==> src/hw/scan_timer_pkg.sv <==
// Package with constants and carrier types for the periodic scan interrupt timer
package scan_timer_pkg;
  localparam int unsigned CLK_HZ = 100_000_000;
  localparam int unsigned TICK_MS = 1;
  localparam int unsigned TICK_CYCLES = CLK_HZ / 1000 * TICK_MS;
  localparam logic [16:0] TICK_RELOAD = 17'(TICK_CYCLES - 1);
  localparam logic [13:0] IRQ0_MIN_MS = 14'h0005;
  localparam logic [13:0] IRQ0_MAX_MS = 14'h03e7;
  localparam logic [13:0] IRQ1_MIN_MS = 14'h0005;
  localparam logic [13:0] IRQ1_MAX_MS = 14'h270f;
  localparam logic [6:0] FILTER_MAX_MS = 7'h63;
  localparam logic [6:0] FILTER_DEFAULT_MS = 7'h0a;
  localparam logic [13:0] COUNT_RESET = 14'h0000;

  typedef enum logic [1:0] {
    SCAN_RUN = 2'b00,
    SCAN_IRQ0 = 2'b01,
    SCAN_IRQ1 = 2'b10
  } scan_state_e;

  typedef struct packed {
    logic periodic_zero_en;
    logic periodic_one_en;
    logic ext_irq_en;
    logic [13:0] interval_zero_ms;
    logic [13:0] interval_one_ms;
    logic [6:0] filter_one_ms;
  } timer_cfg_s;

  typedef struct packed {
    logic vector_valid;
    logic [1:0] vector;
    logic [15:0] resume_addr;
  } dispatch_s;
endpackage

==> src/hw/interval_counter.sv <==
// One periodic interval counter stepped by the 1 ms tick
`timescale 1ns/10ps
module interval_counter
  import scan_timer_pkg::*;
#(
  parameter logic [13:0] MAX_MS = 14'h03e7
) (
  input wire logic mclk,
  input wire logic rst,
  input wire logic tick,
  input wire logic enable,
  input wire logic [13:0] interval_ms,
  output logic expire
);
  logic [13:0] count_reg;
  logic [13:0] load_val;

  // Clamp to the legal window
  always_comb begin
    if (interval_ms < IRQ0_MIN_MS) begin
      load_val = IRQ0_MIN_MS;
    end else if (interval_ms > MAX_MS) begin
      load_val = MAX_MS;
    end else begin
      load_val = interval_ms;
    end
  end

  // Down counter reloads on expiry
  always_ff @(posedge mclk) begin
    if (rst || !enable) begin
      count_reg <= COUNT_RESET;
      expire <= 1'b0;
    end else if (tick) begin
      if (count_reg <= 14'h0001) begin
        count_reg <= load_val;
        expire <= (count_reg == 14'h0001);
      end else begin
        count_reg <= count_reg - 14'h0001;
        expire <= 1'b0;
      end
    end else begin
      expire <= 1'b0;
    end
  end
endmodule // interval_counter

==> src/hw/periodic_scan_interrupt_timer.sv <==
// Top of the periodic scan interrupt timer with scan dispatch and input filter
// Overview of operation
// - Timer zero interval runs from 5 ms to 999 ms, interrupting each expiry.
// - Timer one, on two-timer variant, runs from 5 ms to 9999 ms.
// - Intervals count in whole 1 ms ticks.
// - Timers repeat cyclically with no external trigger.
// - Expiry suspends the scan and dispatches the timer's interrupt routine.
// - Routine completion resumes the scan at the suspended address.
// - Single-timer variant: external interrupt and timer zero share one routine, one enabled.
// - Two-timer variant lets external interrupt and a periodic timer coexist.
// - With periodic interrupts, fast input zero is filtered using input one's time.
// - Filter time programmable 0 to 99 ms, default 10 ms.
// - External mode: edge on fast input zero triggers the shared routine.
`timescale 1ns/10ps
module periodic_scan_interrupt_timer
  import scan_timer_pkg::*;
#(
  parameter bit TWO_TIMERS = 1'b1,
  parameter logic [16:0] TICK_DIV = TICK_RELOAD
) (
  input wire logic mclk,
  input wire logic rst,
  input timer_cfg_s cfg,
  input wire logic fast_input_zero,
  input wire logic [15:0] ladder_program_addr,
  input wire logic routine_done,
  output logic scan_hold,
  output dispatch_s dispatch,
  output logic periodic_irq_zero,
  output logic periodic_irq_one,
  output logic fast_input_zero_filtered,
  output logic cfg_conflict
);
  // ==========================================================
  // Prescaler
  logic [16:0] pre_reg;
  logic tick;

  always_ff @(posedge mclk) begin
    if (rst || pre_reg == 17'h00000) begin
      pre_reg <= TICK_DIV;
    end else begin
      pre_reg <= pre_reg - 17'h00001;
    end
  end

  assign tick = (pre_reg == 17'h00000);

  // ==========================================================
  // Input synchroniser and edge
  logic in_meta_reg;
  logic in_sync_reg;
  logic in_prev_reg;

  always_ff @(posedge mclk) begin
    if (rst) begin
      in_meta_reg <= 1'b0;
      in_sync_reg <= 1'b0;
      in_prev_reg <= 1'b0;
    end else begin
      in_meta_reg <= fast_input_zero;
      in_sync_reg <= in_meta_reg;
      in_prev_reg <= in_sync_reg;
    end
  end

  // ==========================================================
  // Mode selection
  logic single_ext;
  logic zero_en;
  logic one_en;
  logic ext_en;

  // Single-timer: external mode wins, timer zero held off
  assign single_ext = !TWO_TIMERS && cfg.ext_irq_en;
  assign zero_en = cfg.periodic_zero_en && !single_ext;
  assign one_en = TWO_TIMERS && cfg.periodic_one_en;
  assign ext_en = cfg.ext_irq_en;

  // ==========================================================
  // Configuration check
  logic conflict_reg;

  always_ff @(posedge mclk) begin
    if (rst) begin
      conflict_reg <= 1'b0;
    end else begin
      conflict_reg <= !TWO_TIMERS && cfg.ext_irq_en && cfg.periodic_zero_en;
    end
  end

  assign cfg_conflict = conflict_reg;

  // ==========================================================
  // Interval counters
  logic exp_zero;
  logic exp_one;

  interval_counter #(.MAX_MS(IRQ0_MAX_MS)) u_zero (
    .mclk(mclk),
    .rst(rst),
    .tick(tick),
    .enable(zero_en),
    .interval_ms(cfg.interval_zero_ms),
    .expire(exp_zero)
  );

  interval_counter #(.MAX_MS(IRQ1_MAX_MS)) u_one (
    .mclk(mclk),
    .rst(rst),
    .tick(tick),
    .enable(one_en),
    .interval_ms(cfg.interval_one_ms),
    .expire(exp_one)
  );

  // ==========================================================
  // External interrupt edge
  logic ext_edge;
  assign ext_edge = ext_en && in_sync_reg && !in_prev_reg;

  // ==========================================================
  // Interrupt request outputs
  assign periodic_irq_zero = exp_zero;
  assign periodic_irq_one = exp_one;

  // ==========================================================
  // Pending requests, set wins over clear
  logic pend_zero_reg;
  logic pend_one_reg;
  scan_state_e state_reg;
  logic take_zero;
  logic take_one;

  assign take_zero = state_reg == SCAN_RUN && pend_zero_reg;
  assign take_one = state_reg == SCAN_RUN && !pend_zero_reg && pend_one_reg;

  always_ff @(posedge mclk) begin
    if (rst) begin
      pend_zero_reg <= 1'b0;
      pend_one_reg <= 1'b0;
    end else begin
      pend_zero_reg <= (exp_zero || ext_edge) || (pend_zero_reg && !take_zero);
      pend_one_reg <= exp_one || (pend_one_reg && !take_one);
    end
  end

  // ==========================================================
  // Scan suspend and resume
  logic [15:0] resume_reg;
  logic [1:0] vec_reg;
  logic valid_reg;

  always_ff @(posedge mclk) begin
    if (rst) begin
      state_reg <= SCAN_RUN;
      resume_reg <= 16'h0000;
      vec_reg <= 2'h0;
      valid_reg <= 1'b0;
    end else begin
      valid_reg <= 1'b0;
      case (state_reg)
        SCAN_RUN: begin
          if (take_zero) begin
            state_reg <= SCAN_IRQ0;
            resume_reg <= ladder_program_addr;
            vec_reg <= 2'h0;
            valid_reg <= 1'b1;
          end else if (take_one) begin
            state_reg <= SCAN_IRQ1;
            resume_reg <= ladder_program_addr;
            vec_reg <= 2'h1;
            valid_reg <= 1'b1;
          end
        end
        default: begin
          if (routine_done) begin
            state_reg <= SCAN_RUN;
          end
        end
      endcase
    end
  end

  assign scan_hold = state_reg != SCAN_RUN;
  assign dispatch = '{vector_valid: valid_reg, vector: vec_reg, resume_addr: resume_reg};

  // ==========================================================
  // Input filter for fast input zero
  logic [6:0] filt_ms_reg;
  logic [6:0] filt_cnt_reg;
  logic filt_out_reg;

  // Filter time, default until configuration is taken
  always_ff @(posedge mclk) begin
    if (rst) begin
      filt_ms_reg <= FILTER_DEFAULT_MS;
    end else if (cfg.filter_one_ms > FILTER_MAX_MS) begin
      filt_ms_reg <= FILTER_MAX_MS;
    end else begin
      filt_ms_reg <= cfg.filter_one_ms;
    end
  end

  always_ff @(posedge mclk) begin
    if (rst) begin
      filt_cnt_reg <= 7'h00;
      filt_out_reg <= 1'b0;
    end else if (in_sync_reg == filt_out_reg) begin
      filt_cnt_reg <= 7'h00;
    end else if (filt_cnt_reg >= filt_ms_reg) begin
      filt_out_reg <= in_sync_reg;
      filt_cnt_reg <= 7'h00;
    end else if (tick) begin
      filt_cnt_reg <= filt_cnt_reg + 7'h01;
    end
  end

  assign fast_input_zero_filtered = filt_out_reg;
endmodule // periodic_scan_interrupt_timer

==> config.mk <==
export PLATFORM = sky130hd
export DESIGN_NAME = periodic_scan_interrupt_timer
export DESIGN_NICKNAME = d
export VERILOG_FILES = /design/src/hw/scan_timer_pkg.sv /design/src/hw/interval_counter.sv /design/src/hw/periodic_scan_interrupt_timer.sv
export SDC_FILE = /design/constraint.sdc
export NUM_CORES = 1
export LEC_CHECK = 0
export BUFFER_PORTS_ARGS = -buffer_cell sky130_fd_sc_hd__buf_2
export CORE_MARGIN = 1
export CORE_UTILIZATION = 25
export CTS_CLUSTER_DIAMETER = 30
export DETAILED_ROUTE_END_ITERATION = 7
export PLACE_DENSITY = 0.51
export SLEW_MARGIN = 30
export SYNTH_ARGS = -nofsm -noshare
export SYNTH_HDL_FRONTEND = slang
export SYNTH_SLANG_ARGS = --single-unit
==> constraint.sdc <==
create_clock -name mclk -period 4 [get_ports mclk]
set_clock_uncertainty 0.15 [all_clocks]
set_input_delay 0.8 -clock mclk [delete_from_list [all_inputs] [get_ports mclk]]
set_output_delay 0.8 -clock mclk [all_outputs]
set_load 0.01 [all_outputs]
Word-level counts from Yosys, hierarchy flattened
Index checks and enable logic that the tools add are counted.
{"block": "totals", "ff_bits": 88, "latchBits": 0, "ram_bits": 0, "mem_bits_ro": 0, "in_bits": 58, "output_inout_bits": 24, "word_cells": 88, "n_memories": 0}
{"block": "op_classes", "add_sub_neg": 4, "multipliers": 0, "div_mod_pow": 0, "magnitude_cmp": 8, "n_eq_ne": 4, "shift": 0, "muxes": 17, "bitwise_logic": 5, "reduce_logical": 32}
{"operator": "14-bit 2-to-1 mux", "count": 6}
{"operator": "16-bit 2-to-1 mux", "count": 2}
{"operator": "14-bit by 1-bit equality test with 1-bit output (second input constant)", "count": 2}
{"operator": "14-bit by 1-bit less-or-equal comparator with 1-bit output (second input constant)", "count": 2}
{"operator": "14-bit by 3-bit < comparator with 1-bit output (second input constant)", "count": 2}
{"operator": "14-bit by 1-bit subtractor with 14-bit output (second input constant)", "count": 2}
{"operator": "17-bit zero test", "count": 1}
{"operator": "17-bit by 1-bit subtractor with 17-bit output (second input constant)", "count": 1}
{"operator": "14-bit by 10-bit greater-than comparator with 1-bit output (second input constant)", "count": 1}
{"operator": "14-bit greater-than comparator (second input constant)", "count": 1}
{"operator": "2-bit 2-to-1 mux", "count": 6}
{"operator": "3-bit OR reduction", "count": 3}
{"operator": "7-bit by 1-bit adder with 7-bit output (second input constant)", "count": 1}
{"operator": "7-bit greater-or-equal comparator", "count": 1}
{"operator": "7-bit greater-than comparator (second input constant)", "count": 1}
{"operator": "1-bit logical AND", "count": 7}
{"operator": "7-bit 2-to-1 mux", "count": 1}
{"operator": "1-bit zero test", "count": 6}
{"operator": "1-bit logical OR", "count": 6}
{"operator": "2-bit AND reduction", "count": 3}
{"operator": "2-bit nonzero test", "count": 3}
{"operator": "1-bit inverter", "count": 5}
{"operator": "2-bit OR reduction", "count": 2}
{"operator": "3-bit != test (second input constant)", "count": 1}
{"operator": "other kinds (3)", "count": 4}

Depth between registers and ports, before layout
{"block": "logic_depth", "word_depth": 6, "ltp_mapped": 10, "ltp_nobuf": 8}

By module
A second synthesis with hierarchy kept.
{"block": "unflattened", "cells_unflattened": 528, "hier_area_um2": 4421.7}
{"mod": "periodic_scan_interrupt_timer", "instances": 1, "cells_each": 270, "area_per_inst_um2": 2353.5, "seq_area_each_um2": 1141.1}
{"mod": "interval_counter (u_one)", "instances": 1, "cells_each": 134, "area_per_inst_um2": 1067.3, "seq_area_each_um2": 300.3}
{"mod": "interval_counter (u_zero)", "instances": 1, "cells_each": 124, "area_per_inst_um2": 1001.0, "seq_area_each_um2": 300.3}

Worst setup path before layout
Ideal clock, no wire load.
{"block": "synth_timing", "path_kind": "register to register", "start": "register pre_reg[0]", "end": "register u_zero.count_reg[12]", "setup_ns": 0.128, "arrival_ns": 2.239, "required_ns": 3.722, "path_slack_ns": 1.483, "path_stages_with_launch": 9, "period_less_slack_ns": 2.517, "path_cell_list": "dfxtp_1 > inv_1 > ha_1 > or4b_4 > nor4_4 > nand2_2 > or4_1 > mux2i_1 > nor2_1"}
{"block": "synth_via", "elab_chain_cells": 1}
{"element": "from (decl)", "line": "periodic_scan_interrupt_timer.sv:36", "source": "logic [16:0] pre_reg;"}
{"element": "from (signal assigned)", "line": "periodic_scan_interrupt_timer.sv:43", "source": "pre_reg <= pre_reg - 17'h00001;"}
{"element": "17-bit zero test", "line": "periodic_scan_interrupt_timer.sv:47", "source": "assign tick = (pre_reg == 17'h00000);"}
{"element": "to (signal assigned)", "line": "interval_counter.sv:36", "source": "count_reg <= load_val;"}
{"element": "to (signal assigned)", "line": "interval_counter.sv:39", "source": "count_reg <= count_reg - 14'h0001;"}
{"element": "to (decl)", "line": "interval_counter.sv:15", "source": "logic [13:0] count_reg;"}
No other way between the ends.
A chain may end at the register's enable or synchronous reset.

Final worst setup path
Same ends and word-level chain as after synthesis.

==> results.sh <==
export IMPL_outcome="finished clean"
export IMPL_viasPerCell=4.78
export IMPL_layout_setup_ws_ps=973
export IMPL_synth_async_reset_ratio_pct=0
export IMPL_synth_warnings=0
export IMPL_netlist_area_um2=4230
export IMPL_period_minus_slack_ps=3030
export IMPL_worst_pin_slew_ps=721
export IMPL_synth_cell_type_count=54
export IMPL_antenna_found_initial=0
export IMPL_synth_edf_count=0
export IMPL_grt_use_total_pct=12.6
export IMPL_relSlewSlack_pct=51.9
export IMPL_cp_data_arrival_time_ps=3090
export IMPL_fp_dieW_um=132
export IMPL_clock_latency_ps=350
export IMPL_yosys_most_used_dff="dfxtp_1"
export IMPL_crit_path_start_kind="register"
export IMPL_drive_above_1_share_pct=17.4
export IMPL_report_final_slew_viol_count=0
export IMPL_leakage_nw=1.99
export IMPL_post_route_period_util_pct=75.7
export IMPL_setup_viol=0
export IMPL_cts_tree="done"
export IMPL_drc=0
export IMPL_drtPass1Iterations=4
export IMPL_die_h_um=132
export IMPL_fin_area_um2=5090
export IMPL_hold_buffers=0
export IMPL_post_place_ws_ps=967
export IMPL_drv_cap=0
export IMPL_wl_per_cell_um=13.0
export IMPL_grt_busiest_layer="met2"
export IMPL_ant_nets=0
export IMPL_post_cts_resized=0
export IMPL_htree_levels=3
export IMPL_finalSetupTns_ps=0
export IMPL_grt_max_degree=41
export IMPL_synth_seq_cells=87
export IMPL_grt_use_met2_pct=20.9
export IMPL_hpwl_um=7810
export IMPL_p_per_area_nw_per_um2=345
export IMPL_grt_setup_unrepaired="no"
export IMPL_nets=671
export IMPL_place_area_um2=4820
export IMPL_cts_buffers_inserted=9
export IMPL_core_area_um2=16500
export IMPL_final_core_util_pct=30.8
export IMPL_grt_pass1_wl_um=17900
export IMPL_ys_seq_area_share_pct=41.2
export IMPL_synth_area_per_cell_um2=7.98
export IMPL_cts_setup_buffers=0
export IMPL_cts_root_buf="clkbuf_16"
export IMPL_layout_common_cells="87 x dfxtp_1, 79 x buf_2, 71 x nand2_1"
export IMPL_hp_class="register to register"
export IMPL_insertedDiodeCount=0
export IMPL_largest_register_ff_count=17
export IMPL_clkTransAtPathRegs_ps=60
export IMPL_final_common_cell="dfxtp_1"
export IMPL_cts_buffer_depth=2
export IMPL_synthCells=530
export IMPL_gp_congestion=0.823
export IMPL_vias=3946
export IMPL_io_buffer_count=79
export IMPL_io_pins=82
export IMPL_drtIter0Drc=224
export IMPL_met1_usage_pct=15.7
export IMPL_wl_um=10700
export IMPL_hold_viol=0
export IMPL_fmaxAchievable_ghz=0.330
export IMPL_clkSinkCount=87
export IMPL_cp_required_ps=4060
export IMPL_grt_ovfl_total=0
export IMPL_grt_pass1_vias=3797
export IMPL_dieArea_um2=17400
export IMPL_ir_drop_v=0.000212
export IMPL_cp_end_kind="register"
export IMPL_critPathMaxFanout=25
export IMPL_start_util_pct=25.6
export IMPL_fp_row_count=47
export IMPL_grt_util_met3_pct=3.58
export IMPL_critical_path_class="register to register"
export IMPL_area_delta_synth_final_pct=20.5
## per-layer routing
metal,vias up,routed length (um)
met1,1816,5100
met2,99,4920
met5,-,0
met3,12,535
li1,2019,-
met4,0,146
## kinds of logic after synthesis
logic type | Yosys count | share of synthesized area [%]
AOI/OAI and AO/OA | 126 | 18.0
xor gates and xnor gates | 20 | 4.14
adders and majority gates | 13 | 3.85
buffers and inverters | 41 | 4.02
DFF | 87 | 41.2
muxes | 2 | 0.473
other | 1 | 0.0887
and+or+nand+nor | 240 | 28.3
## worst max-delay path, cell delays in order (launching register included)
cell and delay (ps):
dfxtp_1 320, inv_1 50, ha_1 200, or4b_4 520, nor4_4 400, nand2_2 400, or4_1 640, mux2i_1 160
nor2_1 50
## Yosys cell counts (all sizes together), types with 4 or more instances
master  count  share of area, %
ha         13               3.8
nand2      72               6.4
nand4       6              0.89
xor2       10               2.1
inv        19               1.7
nor3       23               2.7
o31ai       5              0.89
or3         9               1.3
nor2b      10               1.5
a31oi       4              0.59
a21oi      46               5.4
clkbuf     14               1.2
xnor2      10               2.1
dfxtp      87                41
nor4       12               2.3
buf         8               1.1
nand3      16               1.9
and2        5              0.74
nor2       56               5.0
o311ai      6               1.2
or4         5              0.98
nand2b      7               1.0
nor3b       5              0.89
o21ai      38               4.5
o21a        4              0.71
## path summary, 6_finish.rpt
kind                                             from                                 to  slack [ps]  cells past startpoint
worst max-delay path            pre_reg[0]$_SDFF_PP1_  u_zero.count_reg[12]$_SDFFE_PP0N_         970                      8
worst min register to register  pre_reg[0]$_SDFF_PP1_              pre_reg[0]$_SDFF_PP1_         250                      1
worst min-delay path            pre_reg[0]$_SDFF_PP1_              pre_reg[0]$_SDFF_PP1_         250                      1
worst max register to register  pre_reg[0]$_SDFF_PP1_  u_zero.count_reg[12]$_SDFFE_PP0N_         970                      8
## stage by stage
| stage | std cells | hold WS [ps] | total power [mW] |
|---|---|---|---|
| 6_report | 825 | 246 | 1.76 |
| 5_1_grt | 825 | 276 | 1.83 |
| 4_1_cts | 825 | 251 | 1.79 |
| 3_5_place_dp | 809 | 236 | 0.993 |
| 3_3_place_gp | 809 | 229 | 0.992 |
| 2_1_floorplan | 531 | 217 | 0.945 |
## where the power goes
| group | internal (mW) | total (mW) | switching, mW |
|---|---|---|---|
| Clock | 0.424 | 0.785 | 0.361 |
| Sequential | 0.877 | 0.881 | 0.00473 |
| Combinational | 0.0401 | 0.0917 | 0.0516 |
## cell type report
class | instances | area (um2)
fill | 1772 | 11400
multi-input combinational | 403 | 2330
tap | 220 | 275
timing repair buffer | 80 | 403
clock buffer | 10 | 229
sequential | 87 | 1740
inverter | 19 | 71.3
clock inverter | 6 | 47.5
No activity file was read; power rests on OpenSTA's default activity.
